==> src/pkg/msw_pkg.sv <==
// shared constants and types for the memory-select switch control block
package msw_pkg;
   // time base
   localparam int CLK_PERIOD_NS = 10;
   localparam int TICK_NS = 1000000;
   localparam int TICK_CYCLES = TICK_NS / CLK_PERIOD_NS;
   localparam int CNT_W = 14;
   // times counted in 1 ms ticks
   localparam logic [13:0] DEBOUNCE_MS = 14'h0014;
   localparam logic [13:0] REL_SHORT_MS = 14'h05DC;
   localparam logic [13:0] REL_MID_MS = 14'h0DAC;
   localparam logic [13:0] REL_LONG_MS = 14'h157C;
   localparam logic [13:0] INDICATE_MS = 14'h00C8;
   localparam logic [13:0] POR_UNIT_MS = 14'h03E8;
   // release delay selector codes
   localparam logic [1:0] REL_OFF = 2'h0;
   localparam logic [1:0] REL_SHORT = 2'h1;
   localparam logic [1:0] REL_MID = 2'h2;
   // memories
   localparam logic [2:0] MAX_MEMORIES = 3'h6;
   localparam logic [2:0] MEM_A = 3'h0;
   localparam logic [2:0] MEM_B = 3'h1;
   // switch inputs
   localparam int NUM_INPUTS = 4;
   localparam int IN_SEL1 = 0;
   localparam int IN_SEL2 = 1;
   localparam int IN_UP = 2;
   localparam int IN_DOWN = 3;
   // gain steps
   localparam logic [7:0] VOL_STEP = 8'h08;
   localparam logic [7:0] VOL_MAX = 8'hFF;
   localparam logic [7:0] FADE_STEP = 8'h20;
   localparam logic [7:0] FADE_FULL = 8'hFF;
   // register map (word indices)
   localparam int ADDR_W = 4;
   localparam int DATA_W = 16;
   localparam logic [3:0] ADDR_CTRL = 4'h0;
   localparam logic [3:0] ADDR_VALID = 4'h1;
   localparam logic [3:0] ADDR_FIXVOL = 4'h2;
   localparam logic [3:0] ADDR_PORDLY = 4'h3;
   localparam logic [3:0] ADDR_STATUS = 4'h4;
   localparam logic [3:0] ADDR_VOLUME = 4'h5;
   // control register fields
   localparam int CTRL_STATIC_BIT = 0;
   localparam int CTRL_DEDICATE_BIT = 1;
   localparam int CTRL_POL_LSB = 2;
   localparam int CTRL_REL_LSB = 6;
   localparam int CTRL_VMODE_LSB = 8;
   localparam int CTRL_LOG_BIT = 10;
   localparam int CTRL_ROCKER_BIT = 11;
   localparam int CTRL_IND_BIT = 12;
   localparam logic [15:0] CTRL_RESET = 16'h1000;
   localparam logic [2:0] VALID_RESET = 3'h1;
   localparam logic [7:0] FIXVOL_RESET = 8'h80;
   localparam logic [3:0] POR_RESET = 4'h0;
   localparam logic [3:0] POR_MAX_SEL = 4'hB;
   // volume sources
   typedef enum logic [1:0] {VOL_FIXED, VOL_ANALOG, VOL_DIGITAL} vol_mode_t;
   // memory change sequencer
   typedef enum {FADE_IDLE, FADE_OUT, FADE_INDICATE, FADE_SWITCH, FADE_IN}
      fade_state_t;
endpackage

==> src/verilog/memory_select_switch_control.sv <==
// memory-select and volume switch control with fader sequencing
// Contract
// - up to six memories; memory A always valid
// - switch-type and dedicate-last settings govern switch behaviour
// - four modes: momentary, momentary plus jump, binary static, static jump
// - per-input polarity: pull-down closed reads high, pull-up closed low
// - mode 1 starts in A, steps each press, wraps to A
// - mode 1 when momentary and dedicate disabled
// - closing second input jumps to the designated last memory
// - static dedicated second input holds last memory 1.5/3.5/5.5 s or off
// - volume up closure raises gain, volume down closure lowers it
// - one volume source active; rocker may also select memories
// - volume fixed by configuration or adjusted at run time
// - analog position mapped by log or linear taper
// - memory change: fade out, indicator, switch, fade in
// - momentary presses ignored during power-on delay
//
// Added by the designer: the strobed register port and the register addresses.
`timescale 1ns/1ps
module memory_select_switch_control #(
   parameter int TickCycles = msw_pkg::TICK_CYCLES
) (
   // clock and reset
   input wire logic ref_clk,
   input wire logic srst,
   // switch pins
   input wire logic firstSelectInput,
   input wire logic secondSelectInput,
   input wire logic volumeUpInput,
   input wire logic volumeDownInput,
   // analog volume position from the converter
   input wire logic [7:0] analogPos,
   // register port
   input wire logic [msw_pkg::ADDR_W-1:0] regAddr,
   input wire logic [msw_pkg::DATA_W-1:0] regWrData,
   input wire logic regWrEn,
   input wire logic regRdEn,
   output logic [msw_pkg::DATA_W-1:0] regRdData_q,
   // audio path controls
   output logic [2:0] memSel_q,
   output logic [7:0] volGain_q,
   output logic [7:0] fadeGain_q,
   output logic indicatorOn_q
);
   localparam int TW = $clog2(TickCycles + 1);
   localparam logic [TW-1:0] TICK_LAST = TW'(TickCycles - 1);
   localparam int CW = msw_pkg::CNT_W;

   logic [TW-1:0] tickCnt_q, tickCnt_d;
   logic tick;
   logic [15:0] ctrl_q, ctrl_d;
   logic [2:0] validCnt_q, validCnt_d;
   logic [7:0] fixVol_q, fixVol_d;
   logic [3:0] porSel_q, porSel_d;
   logic [15:0] rdData_d;
   logic [msw_pkg::NUM_INPUTS-1:0] rawIn, closed, press;
   logic swStatic, dedicate, rocker, indEn, logTaper;
   logic [1:0] relSel, vmodeRaw;
   logic [2:0] lastMem;
   logic porBusy_q, porBusy_d;
   logic [CW-1:0] porCnt_q, porCnt_d;

   // millisecond tick shared by every timer
   always_comb begin
      tickCnt_d = (tickCnt_q == TICK_LAST) ? '0 : tickCnt_q + 1'b1;
   end
   assign tick = (tickCnt_q == TICK_LAST);
   always_ff @(posedge ref_clk) begin
      if (srst) tickCnt_q <= '0;
      else tickCnt_q <= tickCnt_d;
   end

   // configuration fields
   assign swStatic = ctrl_q[msw_pkg::CTRL_STATIC_BIT];
   assign dedicate = ctrl_q[msw_pkg::CTRL_DEDICATE_BIT];
   assign relSel = ctrl_q[msw_pkg::CTRL_REL_LSB +: 2];
   assign vmodeRaw = ctrl_q[msw_pkg::CTRL_VMODE_LSB +: 2];
   assign logTaper = ctrl_q[msw_pkg::CTRL_LOG_BIT];
   assign rocker = ctrl_q[msw_pkg::CTRL_ROCKER_BIT];
   assign indEn = ctrl_q[msw_pkg::CTRL_IND_BIT];
   assign lastMem = validCnt_q - 3'h1;
   assign rawIn = {volumeDownInput, volumeUpInput, secondSelectInput,
                   firstSelectInput};

   genvar gi;
   for (gi = 0; gi < msw_pkg::NUM_INPUTS; gi++) begin : g_in
      logic meta_q, sync_q, lvl_q, lvl_d, pulse_q, pulse_d, now;
      logic [CW-1:0] cnt_q, cnt_d;
      // polarity: pull-up means closed reads low
      assign now = sync_q ^ ctrl_q[msw_pkg::CTRL_POL_LSB + gi];
      // a level must hold for the whole debounce window before it counts
      always_comb begin
         lvl_d = lvl_q;
         cnt_d = cnt_q;
         if (now == lvl_q) begin
            cnt_d = '0;
         end else if (tick) begin
            if (cnt_q == msw_pkg::DEBOUNCE_MS - 1'b1) begin
               lvl_d = now;
               cnt_d = '0;
            end else begin
               cnt_d = cnt_q + 1'b1;
            end
         end
         pulse_d = lvl_d & ~lvl_q;
      end
      always_ff @(posedge ref_clk) begin
         if (srst) begin
            meta_q <= 1'b0;
            sync_q <= 1'b0;
            lvl_q <= 1'b0;
            pulse_q <= 1'b0;
            cnt_q <= '0;
         end else begin
            meta_q <= rawIn[gi];
            sync_q <= meta_q;
            lvl_q <= lvl_d;
            pulse_q <= pulse_d;
            cnt_q <= cnt_d;
         end
      end
      assign closed[gi] = lvl_q;
      assign press[gi] = pulse_q;
   end

   // power-on delay counted in seconds of ticks
   always_comb begin
      porBusy_d = porBusy_q;
      porCnt_d = porCnt_q;
      if (porBusy_q && tick) begin
         if (porCnt_q >= CW'(porSel_q * msw_pkg::POR_UNIT_MS)) begin
            porBusy_d = 1'b0;
         end else begin
            porCnt_d = porCnt_q + 1'b1;
         end
      end
   end
   always_ff @(posedge ref_clk) begin
      if (srst) begin
         porBusy_q <= 1'b1;
         porCnt_q <= '0;
      end else begin
         porBusy_q <= porBusy_d;
         porCnt_q <= porCnt_d;
      end
   end

   // telecoil hold on the dedicated second input
   logic tcHold_q, tcHold_d;
   logic [CW-1:0] relCnt_q, relCnt_d, relLimit;
   always_comb begin
      case (relSel)
         msw_pkg::REL_SHORT: relLimit = msw_pkg::REL_SHORT_MS;
         msw_pkg::REL_MID: relLimit = msw_pkg::REL_MID_MS;
         default: relLimit = msw_pkg::REL_LONG_MS;
      endcase
      tcHold_d = tcHold_q;
      relCnt_d = '0;
      // release debounce after the switch opens
      if (!dedicate) begin
         tcHold_d = 1'b0;
      end else if (closed[msw_pkg::IN_SEL2]) begin
         tcHold_d = 1'b1;
      end else if (tcHold_q) begin
         if (relSel == msw_pkg::REL_OFF) begin
            tcHold_d = 1'b0;
         end else begin
            relCnt_d = relCnt_q + (tick ? 1'b1 : 1'b0);
            if (relCnt_q >= relLimit) tcHold_d = 1'b0;
         end
      end
   end
   always_ff @(posedge ref_clk) begin
      if (srst) begin
         tcHold_q <= 1'b0;
         relCnt_q <= '0;
      end else begin
         tcHold_q <= tcHold_d;
         relCnt_q <= relCnt_d;
      end
   end

   // requested memory per switch mode
   logic [2:0] wantMem_q, wantMem_d, savedMem_q, savedMem_d, binIdx;
   logic stepFwd, stepBack;
   always_comb begin
      wantMem_d = wantMem_q;
      savedMem_d = savedMem_q;
      // a rocker on the volume pins may also step memories
      stepFwd = (rocker ? press[msw_pkg::IN_UP] : press[msw_pkg::IN_SEL1])
                & ~porBusy_q;
      stepBack = rocker & press[msw_pkg::IN_DOWN] & ~porBusy_q;
      binIdx = {1'b0, closed[msw_pkg::IN_SEL2], closed[msw_pkg::IN_SEL1]};
      // settings pick the mode; four modes
      case ({swStatic, dedicate})
         // momentary and no dedicate gives mode 1
         2'b00: begin
            if (stepFwd) begin
               wantMem_d = (wantMem_q >= lastMem) ? msw_pkg::MEM_A
                           : wantMem_q + 3'h1;
            end else if (stepBack) begin
               wantMem_d = (wantMem_q == msw_pkg::MEM_A) ? lastMem
                           : wantMem_q - 3'h1;
            end
         end
         2'b01: begin
            // jump to last memory, restore on release
            if (tcHold_d) begin
               if (!tcHold_q) savedMem_d = wantMem_q;
               wantMem_d = lastMem;
            end else if (tcHold_q) begin
               wantMem_d = savedMem_q;
            end else if (stepFwd) begin
               wantMem_d = (wantMem_q + 3'h1 >= lastMem) ? msw_pkg::MEM_A
                           : wantMem_q + 3'h1;
            end
         end
         2'b10: begin
            wantMem_d = (binIdx < validCnt_q) ? binIdx : msw_pkg::MEM_A;
         end
         default: begin
            if (tcHold_d) wantMem_d = lastMem;
            else if (closed[msw_pkg::IN_SEL1] && validCnt_q > 3'h1)
               wantMem_d = msw_pkg::MEM_B;
            else wantMem_d = msw_pkg::MEM_A;
         end
      endcase
      // a shrunken memory count pulls a stale request back to A
      if (wantMem_q > lastMem) wantMem_d = msw_pkg::MEM_A;
   end
   always_ff @(posedge ref_clk) begin
      if (srst) begin
         wantMem_q <= msw_pkg::MEM_A;
         savedMem_q <= msw_pkg::MEM_A;
      end else begin
         wantMem_q <= wantMem_d;
         savedMem_q <= savedMem_d;
      end
   end

   // fade out, indicator, switch, fade in
   msw_pkg::fade_state_t state_q, state_d;
   logic [2:0] memSel_d;
   logic [7:0] fade_d;
   logic [CW-1:0] indCnt_q, indCnt_d;
   always_comb begin
      state_d = state_q;
      memSel_d = memSel_q;
      fade_d = fadeGain_q;
      indCnt_d = '0;
      case (state_q)
         msw_pkg::FADE_IDLE: begin
            if (wantMem_q != memSel_q) state_d = msw_pkg::FADE_OUT;
         end
         msw_pkg::FADE_OUT: begin
            if (tick) begin
               fade_d = (fadeGain_q > msw_pkg::FADE_STEP)
                        ? fadeGain_q - msw_pkg::FADE_STEP : 8'h00;
            end
            if (fadeGain_q == 8'h00) begin
               state_d = indEn ? msw_pkg::FADE_INDICATE
                         : msw_pkg::FADE_SWITCH;
            end
         end
         msw_pkg::FADE_INDICATE: begin
            indCnt_d = indCnt_q + (tick ? 1'b1 : 1'b0);
            if (indCnt_q >= msw_pkg::INDICATE_MS) begin
               state_d = msw_pkg::FADE_SWITCH;
            end
         end
         msw_pkg::FADE_SWITCH: begin
            memSel_d = (wantMem_q > lastMem) ? msw_pkg::MEM_A : wantMem_q;
            state_d = msw_pkg::FADE_IN;
         end
         msw_pkg::FADE_IN: begin
            if (tick) begin
               fade_d = (fadeGain_q < msw_pkg::FADE_FULL - msw_pkg::FADE_STEP)
                        ? fadeGain_q + msw_pkg::FADE_STEP : msw_pkg::FADE_FULL;
            end
            if (fadeGain_q == msw_pkg::FADE_FULL) state_d = msw_pkg::FADE_IDLE;
         end
         default: state_d = msw_pkg::FADE_IDLE;
      endcase
   end
   always_ff @(posedge ref_clk) begin
      if (srst) begin
         state_q <= msw_pkg::FADE_IDLE;
         memSel_q <= msw_pkg::MEM_A;
         fadeGain_q <= msw_pkg::FADE_FULL;
         indCnt_q <= '0;
         indicatorOn_q <= 1'b0;
      end else begin
         state_q <= state_d;
         memSel_q <= memSel_d;
         fadeGain_q <= fade_d;
         indCnt_q <= indCnt_d;
         indicatorOn_q <= (state_d == msw_pkg::FADE_INDICATE);
      end
   end

   // volume source selection and digital stepping
   logic [7:0] digVol_q, digVol_d, volGain_d;
   logic [15:0] posSq;
   assign posSq = 16'(analogPos) * 16'(analogPos);
   always_comb begin
      digVol_d = digVol_q;
      if (vmodeRaw == msw_pkg::VOL_DIGITAL && !rocker && !porBusy_q) begin
         if (press[msw_pkg::IN_UP]) begin
            digVol_d = (digVol_q > msw_pkg::VOL_MAX - msw_pkg::VOL_STEP)
                       ? msw_pkg::VOL_MAX : digVol_q + msw_pkg::VOL_STEP;
         end else if (press[msw_pkg::IN_DOWN]) begin
            digVol_d = (digVol_q < msw_pkg::VOL_STEP) ? 8'h00
                       : digVol_q - msw_pkg::VOL_STEP;
         end
      end
      // exactly one source drives the gain; fixed or live
      case (vmodeRaw)
         msw_pkg::VOL_DIGITAL: volGain_d = digVol_q;
         // squared position approximates a log taper
         msw_pkg::VOL_ANALOG: volGain_d = logTaper ? posSq[15:8] : analogPos;
         default: volGain_d = fixVol_q;
      endcase
   end
   always_ff @(posedge ref_clk) begin
      if (srst) begin
         digVol_q <= msw_pkg::FIXVOL_RESET;
         volGain_q <= msw_pkg::FIXVOL_RESET;
      end else begin
         digVol_q <= digVol_d;
         volGain_q <= volGain_d;
      end
   end

   // register writes and one-cycle read data; unmapped reads return zero
   always_comb begin
      ctrl_d = ctrl_q;
      validCnt_d = validCnt_q;
      fixVol_d = fixVol_q;
      porSel_d = porSel_q;
      rdData_d = '0;
      if (regWrEn) begin
         case (regAddr)
            msw_pkg::ADDR_CTRL: ctrl_d = {3'h0, regWrData[12:0]};
            // count is clamped so memory A always stays valid
            msw_pkg::ADDR_VALID: begin
               if (regWrData[2:0] == 3'h0) validCnt_d = 3'h1;
               else if (regWrData[2:0] > msw_pkg::MAX_MEMORIES)
                  validCnt_d = msw_pkg::MAX_MEMORIES;
               else validCnt_d = regWrData[2:0];
            end
            msw_pkg::ADDR_FIXVOL: fixVol_d = regWrData[7:0];
            msw_pkg::ADDR_PORDLY: begin
               porSel_d = (regWrData[3:0] > msw_pkg::POR_MAX_SEL)
                          ? msw_pkg::POR_MAX_SEL : regWrData[3:0];
            end
            default: ;
         endcase
      end
      if (regRdEn) begin
         case (regAddr)
            msw_pkg::ADDR_CTRL: rdData_d = ctrl_q;
            msw_pkg::ADDR_VALID: rdData_d = {13'h0, validCnt_q};
            msw_pkg::ADDR_FIXVOL: rdData_d = {8'h00, fixVol_q};
            msw_pkg::ADDR_PORDLY: rdData_d = {12'h000, porSel_q};
            msw_pkg::ADDR_STATUS: rdData_d = {3'h0, closed, indicatorOn_q,
               tcHold_q, porBusy_q, wantMem_q, memSel_q};
            msw_pkg::ADDR_VOLUME: rdData_d = {fadeGain_q, volGain_q};
            default: rdData_d = '0;
         endcase
      end
   end
   always_ff @(posedge ref_clk) begin
      if (srst) begin
         ctrl_q <= msw_pkg::CTRL_RESET;
         validCnt_q <= msw_pkg::VALID_RESET;
         fixVol_q <= msw_pkg::FIXVOL_RESET;
         porSel_q <= msw_pkg::POR_RESET;
         regRdData_q <= '0;
      end else begin
         ctrl_q <= ctrl_d;
         validCnt_q <= validCnt_d;
         fixVol_q <= fixVol_d;
         porSel_q <= porSel_d;
         regRdData_q <= rdData_d;
      end
   end

   logic modeOne, modeTwo;
   assign modeOne = !swStatic && !dedicate;
   assign modeTwo = !swStatic && dedicate;
endmodule

==> config.mk <==
export PLATFORM = sky130hd
export DESIGN_NAME = memory_select_switch_control
export DESIGN_NICKNAME = d
export VERILOG_FILES = /design/src/pkg/msw_pkg.sv /design/src/verilog/memory_select_switch_control.sv
export SDC_FILE = /design/constraint.sdc
export NUM_CORES = 1
export LEC_CHECK = 0
export ABC_AREA = 1
export BUFFER_PORTS_ARGS = -buffer_cell sky130_fd_sc_hd__buf_2
export CAP_MARGIN = 20
export CORE_MARGIN = 4
export CORE_UTILIZATION = 60
export CTS_CLUSTER_DIAMETER = 120
export DETAILED_ROUTE_END_ITERATION = 8
export HOLD_SLACK_MARGIN = 0.15
export PLACE_DENSITY = 0.78
export SLEW_MARGIN = 20
export SYNTH_ARGS = -nofsm -noshare
export SYNTH_HDL_FRONTEND = slang
export SYNTH_SLANG_ARGS = --single-unit
==> constraint.sdc <==
create_clock -name ref_clk -period 12 [get_ports ref_clk]
set_input_delay 1.2 -clock ref_clk [delete_from_list [all_inputs] [get_ports ref_clk]]
set_output_delay 1.2 -clock ref_clk [all_outputs]
set_load 0.005 [all_outputs]
==> out/results.tsv, run 1 <==
stage	metric	value	unit
power	cellPowerDensity	126	mW/mm^2
synth	yosysMostFrequentCell	nand2_1	
route	final_antenna_net_count	0	
clock_network	cts_hold_buf	0	
power	peakVddDrop	0.0000825	V
sta	holdWs	411	ps
sta	slew_headroom	29.9	%
route	route.vias.total	12600	
synth	synth.area.top_cells	dfxtp_1 (34%), nand2_1 (9.0%), inv_1 (8.2%)	
clock_network	cts_tree	built	
sta	slew_violations	0	
power	clkPwrFrac	43.5	%
power	seqPwrFrac	41.6	%
clock_network	numCtsBuffers	26	
clock_network	cts.sinks	236	
sta	rsz0062_at_grt	no	
setup_path	reg2reg_slack	7230	ps
synth	ys_seq_elements	236	
die	die_h	160	um
placement	dp_hpwl	24100	um
global_routing	grt_pass1_vias	11800	
die	fp-row-count	55	
power	swShare	27.0	%
global_routing	grt_pass1_wl	53600	um
route	wl_per_cell	13.8	um
synth	synth_edf_count	0	
sta	fin_ws	7230	ps
clock_network	clock_path_buffers	3	
route	drtPass1Iterations	6	
placement	dp_slack	6730	ps
clock_network	postCtsSetupBuffers	0	
setup_path	cp-end-kind	flip-flop	
finish	final_util	67.7	%
finish	drive_above_1_share	7.00	%
sta	min_period_over_period	39.8	%
setup_path	crit_arrival	5150	ps
synth	syn-cell-area	0.0138	mm^2
die	die_w	160	um
setup_path	crit_path_max_fanout	16	
route	drt-initial-drc-count	834	
placement	place.port_buffers	68	
setup_path	cp.required	12380	ps
route	routed_wl	31900	um
power	switchingPower	0.000520	W
sta	finalCriticalPeriod	4770	ps
global_routing	grt_usage	24.4	%
power	p_int	0.00141	W
worst_hold_path	min_path_type	flip-flop to flip-flop	
synth	ys_warn_count	0	
finish	area_growth	11.2	%
clock_network	clock_latency	540	ps
placement	place_congestion	0.939	
clock_network	cts.repair.resized	0	
die	core	0.0226	mm^2
global_routing	grt_max_degree	48	
synth	yosys.area.top_type_share	34.3	%
clock_network	cts-root-buf	clkbuf_16	
sta	setup_viol	0	
finish	postLayoutCellArea	0.0153	mm^2
status	status	finished clean	
sta	finClkSkew	17.8	ps
finish	nNetsFinal	2166	
global_routing	gr-total-overflow	0	
setup_path	path_class	flip-flop to flip-flop	
placement	placed_cell_area	0.0144	mm^2
global_routing	antenna_found_initial	0	
power	leakage	6.64	nW
clock_network	clk_pin_slew	60	ps
synth	syn_area_per_cell	7.17	um^2
synth	yosysSeqAreaShare	34.3	%
die	io_pins	72	
route	vias_per_cell	5.42	
run	drv_cap	0	
synth	synthCells	1924	
synth	yosys.area.top_type	dfxtp_1	
sta	finalHoldViolations	0	
power	combPwrFrac	14.9	%
setup_path	start_kind	flip-flop	
synth	async_flop_share	0	%
sta	tns	0	ps
die	die-area	0.0255	mm^2
synth	ys_types	53	
sta	tightest_slew	1050	ps
clock_network	h-tree-depth	1	
die	start_util	60.9	%
finish	diodes	0	
route	drc_errors	0	
synth	ys.flop_type	dfxtp_1	
sta	fmax	210	MHz
synth	synth.cells.most_frequent	nand2_1 (329), inv_1 (302), nor2_1 (237)	
worst paths after layout:
path | start | to | depth (start not counted)
hold / removal | g_in[1].meta_q | g_in[1].sync_q | 2
hold reg to reg | g_in[1].meta_q | g_in[1].sync_q | 2
setup / recovery | porSel_q[1] | porCnt_q[8] | 24
setup reg to reg | porSel_q[1] | porCnt_q[8] | 24
cell usage in the layout, fill, tap and decap left out, types with 4 or more instances in the layout:
master / count
a211oi_1: 10
a21oi_1: 153
a221oi_1: 5
a31oi_1: 13
buf_2: 68
bufinv_16: 4
clkbuf_16: 26
clkinv_1: 6
clkinv_2: 5
conb_1: 30
dfxtp_1: 236
fa_1: 31
ha_1: 90
inv_1: 302
nand2_1: 329
nand3_1: 108
nand3b_1: 4
nand4_1: 36
nor2_1: 237
nor3_1: 68
nor3_2: 4
nor3b_1: 7
nor4_1: 16
o211ai_1: 9
o21ai_0: 99
o21bai_1: 4
o22ai_1: 9
or2_2: 6
xnor2_1: 24
xor2_1: 40
layout make-up:
type                       instances  area [um^2]
timing repair buffer              70          355
inverter                         311         1170
multi-input combinational       1364         7810
tap                              285          357
clock buffer                      32          703
sequential                       236         4720
fill                            1932         7310
clock inverter                    16          213
per-stage QoR:
stage | total power [W] | cells
6_report | 0.00193 | 2314
5_1_grt | 0.00202 | 2314
4_1_cts | 0.00194 | 2314
3_5_place_dp | 0.00110 | 2266
3_3_place_gp | 0.00109 | 2266
2_1_floorplan | 0.00104 | 1953
state kept, by name, indices dropped and copies added, names as in the netlist, 13 cells and up:
name,flops
ctrl_q,13
state_q,32
tickCnt_q,17
indCnt_q,14
g_in.cnt_q,56
porCnt_q,14
relCnt_q,14
regRdData_q,16
power by group through the flow:
stage | clock network (W) | logic [W] | registers, W
2_1_floorplan | 0 | 0.000222 | 0.000816
3_3_place_gp | 0 | 0.000276 | 0.000818
3_5_place_dp | 0 | 0.000283 | 0.000819
4_1_cts | 0.000852 | 0.000286 | 0.000801
5_1_grt | 0.000885 | 0.000334 | 0.000802
6_report | 0.000837 | 0.000287 | 0.000801
logic make-up after synthesis:
kind of cell	after synthesis	share of synthesized area [%]
other	1	0.0272
buffers and inverters	353	9.91
XOR/XNOR	64	4.06
AND/OR/NAND/NOR	831	26.4
AO/OA/AOI/OAI	318	12.6
flip-flops	236	34.3
adder cells (fa/ha/maj)	121	12.7
critical path, cell delays in order (launching register included):
cell      delay (ps)
dfxtp_1          410
fa_1             680
inv_1             90
fa_1             510
inv_1             50
ha_1             350
a21oi_1          200
nand2_1          110
a21o_1           170
nand2_1           70
nand2_1           50
nand2_1           70
nand2_1           50
a21oi_1          160
xor2_1           160
ha_1             250
nand2_1          110
nor2_1            50
a211oi_1         190
nand3_1           90
a21oi_1          120
buf_4            230
nand2_2          220
nand2_1          130
a21oi_1           70
metal layers:
metal	vias up	share of wire, %	global-route usage (%)
li1	6406	-	-
met1	5733	44	31.2
met2	342	48	43.0
met3	71	5.4	3.03
met4	0	2.9	7.77
met5	-	0	0
(Power assumes the default switching activity.)
==> run 2: changes to the inputs <==
--- a/config.mk
+++ b/config.mk
@@ -9,11 +9,11 @@
 export BUFFER_PORTS_ARGS = -buffer_cell sky130_fd_sc_hd__buf_2
 export CAP_MARGIN = 20
 export CORE_MARGIN = 4
-export CORE_UTILIZATION = 60
+export CORE_UTILIZATION = 56
 export CTS_CLUSTER_DIAMETER = 120
 export DETAILED_ROUTE_END_ITERATION = 8
 export HOLD_SLACK_MARGIN = 0.15
-export PLACE_DENSITY = 0.78
+export PLACE_DENSITY = 0.77
 export SLEW_MARGIN = 20
 export SYNTH_ARGS = -nofsm -noshare
 export SYNTH_HDL_FRONTEND = slang
==> constraint.sdc (replaced) <==
create_clock -name ref_clk -period 4.1 [get_ports ref_clk]
set_input_delay 0.41 -clock ref_clk [delete_from_list [all_inputs] [get_ports ref_clk]]
set_output_delay 0.41 -clock ref_clk [all_outputs]
set_load 0.005 [all_outputs]
==> out/results.tsv, run 2 (same netlist as run 1, synthesis figures left out) <==
stage	metric	value	unit	change
status	status	finished with violations		
status	violations	negative setup slack		
finish	top_register	g_in.cnt_q		
sta	finalCriticalPeriod	4150	ps	-619 ps
clock_network	clock_latency	540	ps	about the same
sta	finalHoldViolations	0		unchanged
finish	final_util	65.5	%	-2.2 points
finish	largest_reg_flops	56		unchanged
finish	postLayoutCellArea	0.0159	mm^2	+3.6%
setup_path	path_class	flip-flop to flip-flop		
sta	slew_headroom	45.8	%	+16 points
route	vias_per_cell	5.31		-2.1%
finish	num-fill-cells	2133		+10%
route	drtPass1Iterations	5		-1
placement	placed_cell_area	0.0148	mm^2	+2.7%
finish	layoutNonFillerInstCount	2406		+4.0%
run	drv_cap	0		unchanged
power	leakage	6.90	nW	+3.8%
sta	fin_ws	-54.1	ps	-7280 ps
finish	area_growth	15.1	%	
clock_network	clk_pin_slew	60	ps	about the same
route	routed_wl	32700	um	+2.3%
clock_network	numCtsBuffers	26		unchanged
setup_path	cp_common_cell	nand2_1		
global_routing	grt_pass1_vias	12000		+2.2%
route	drc_errors	0		unchanged
global_routing	grt_max_degree	39		-19%
power	cellPowerDensity	355	mW/mm^2	+180%
finish	nNetsFinal	2222		+2.6%
setup_path	worstPathCellList	fa_1 > inv_2 > fa_1 > inv_2 > ha_4 > a21oi_2 > nand2_1 > a21o_1 > nand2_1 > nand2_1 > nand2_1 > nand2_1 > a21oi_2 > xor2_1 > ha_1 > nand2_2 > nor2_2 > a211oi_2 > nand3_1 > a21oi_4 > buf_6 > nand3_2 > a21oi_2		
sta	setup_viol	14		+14
placement	dp_cells	2346		+3.5%
global_routing	grt_busiest_layer	met2		
die	die_h	165	um	+3.3%
placement	place.port_buffers	68		unchanged
clock_network	clock_path_buffers	3		unchanged
sta	tns	-453	ps	-453 ps
worst_hold_path	min_path_type	input pin to flip-flop		
finish	layout_commonest_cell	nand2_1		
setup_path	start_kind	flip-flop		
sta	fmax	241	MHz	+15%
clock_network	cts-root-buf	clkbuf_16		
setup_path	crit_arrival	4620	ps	-530 ps
die	core	0.0242	mm^2	+7.1%
finish	diodes	0		unchanged
clock_network	cts.sinks	236		unchanged
clock_network	cts_tree	built		
finish	final_cell_mix	nand2_1 (328), inv_1 (300), nor2_1 (236), dfxtp_1 (234), a21oi_1 (146)		
sta	finClkSkew	23.8	ps	+5.92 ps
sta	tightest_slew	806	ps	-242 ps
placement	dp_hpwl	24700	um	+2.7%
setup_path	cp_slowest_cell	fa_1		
route	wl_per_cell	13.6	um	-1.6%
route	route.vias.total	12800		+1.8%
die	die-area	0.0272	mm^2	+6.8%
global_routing	gr-total-overflow	0		unchanged
sta	slew_violations	0		unchanged
global_routing	grt_usage	24.0	%	-0.36 points
finish	reg.largest.list	g_in.cnt_q: 56 flops, state_q: 32 flops, tickCnt_q: 17 flops		
die	io_pins	72		unchanged
setup_path	cpPeakStageDelay	570	ps	-110 ps
global_routing	grt_pass1_wl	55000	um	+2.6%
global_routing	use_met3	3.34	%	+0.32 points
setup_path	crit_path_max_fanout	5		-11
route	drt-initial-drc-count	846		+1.4%
sta	holdWs	165	ps	-247 ps
power	peakVddDrop	0.000273	V	+230%
sta	rsz0062_at_grt	yes		
die	start_util	56.9	%	-4.0 points
die	die_w	165	um	+3.3%
placement	place_congestion	0.926		-1.4%
global_routing	met2_usage	41.1	%	-1.9 points
sta	min_period_over_period	101	%	+62 points
clock_network	h-tree-depth	1		unchanged
die	fp-row-count	57		+3.6%
global_routing	globalRouteMet1Util	31.5	%	+0.30 points
global_routing	antenna_found_initial	0		unchanged
finish	seqCellArea	0.00473	mm^2	about the same
setup_path	cp-end-kind	flip-flop		
route	final_antenna_net_count	0		unchanged
finish	multiInputGateArea	0.00794	mm^2	+1.7%
setup_path	cp.required	4570	ps	-7810 ps
finish	drive_above_1_share	10.1	%	+3.1 points
run 2: cell count changes in the layout (fill, tap and decap cells not counted), moves of 5 or more:
cell,delta
dlygate4sd3_1,+6
nand3_1,-5
a21oi_1,-7
a21oi_2,+6
buf_4,+46
nand3_2,+5
run 2: layout make-up:
type / instances / area share, %
Timing Repair Buffer: 125 / 5.00
Clock inverter: 10 / 0.804
Inverter: 311 / 7.35
Clock buffer: 35 / 4.50
Sequential cell: 236 / 29.8
Multi-Input combinational cell: 1365 / 50.0
Tap cell: 324 / 2.55
run 2: metrics by stage:
stage / power, W / worst slack, ps
after global routing: 0.00593 / -302
after detailed placement: 0.00335 / -182
after floorplan: 0.00306 / 3.67
final: 0.00563 / -54.1
after CTS: 0.00567 / -1.49
after global placement: 0.00334 / -134
run 2: worst paths after layout:
path | from | end | slack [ps] | cells past startpoint
hold / removal | regWrData[5] | fixVol_q[5] | 160 | 3
setup / recovery | porSel_q[2] | porCnt_q[11] | -50 | 23
hold reg to reg | g_in[1].meta_q | g_in[1].sync_q | 420 | 2
setup reg to reg | porSel_q[2] | porCnt_q[11] | -50 | 23
run 2: what timing repair did:
item,CTS,global route
hold buffers,6,0
gates resized for setup,15,13
hold endpoints to repair,6,0
buffers inserted,7,0
gates cloned,2,0
setup endpoints to repair,14,15
pin swaps,18,23
run 2: where the power goes:
| group | switching [W] | internal (W) |
|---|---|---|
| sequential | 0.0000185 | 0.00233 |
| combinational | 0.000583 | 0.000418 |
| clock | 0.000933 | 0.00135 |
| total | 0.00153 | 0.00410 |
run 2: critical path, delay by kind of cell, from the launching register on:
kind / cells / cell delay [ps]
AOI/OAI and AO/OA: 6 / 1030
xor gates and xnor gates: 1 / 160
adders and majority gates: 4 / 1600
buffers and inverters: 3 / 280
DFF: 1 / 320
and+or+nand+nor: 9 / 720
run 2: layer usage:
metal,part of all wire (%),up-vias
met3,5.4,66
li1,-,6524
met2,47,348
met1,44,5841
met4,3.1,0
met5,0,-
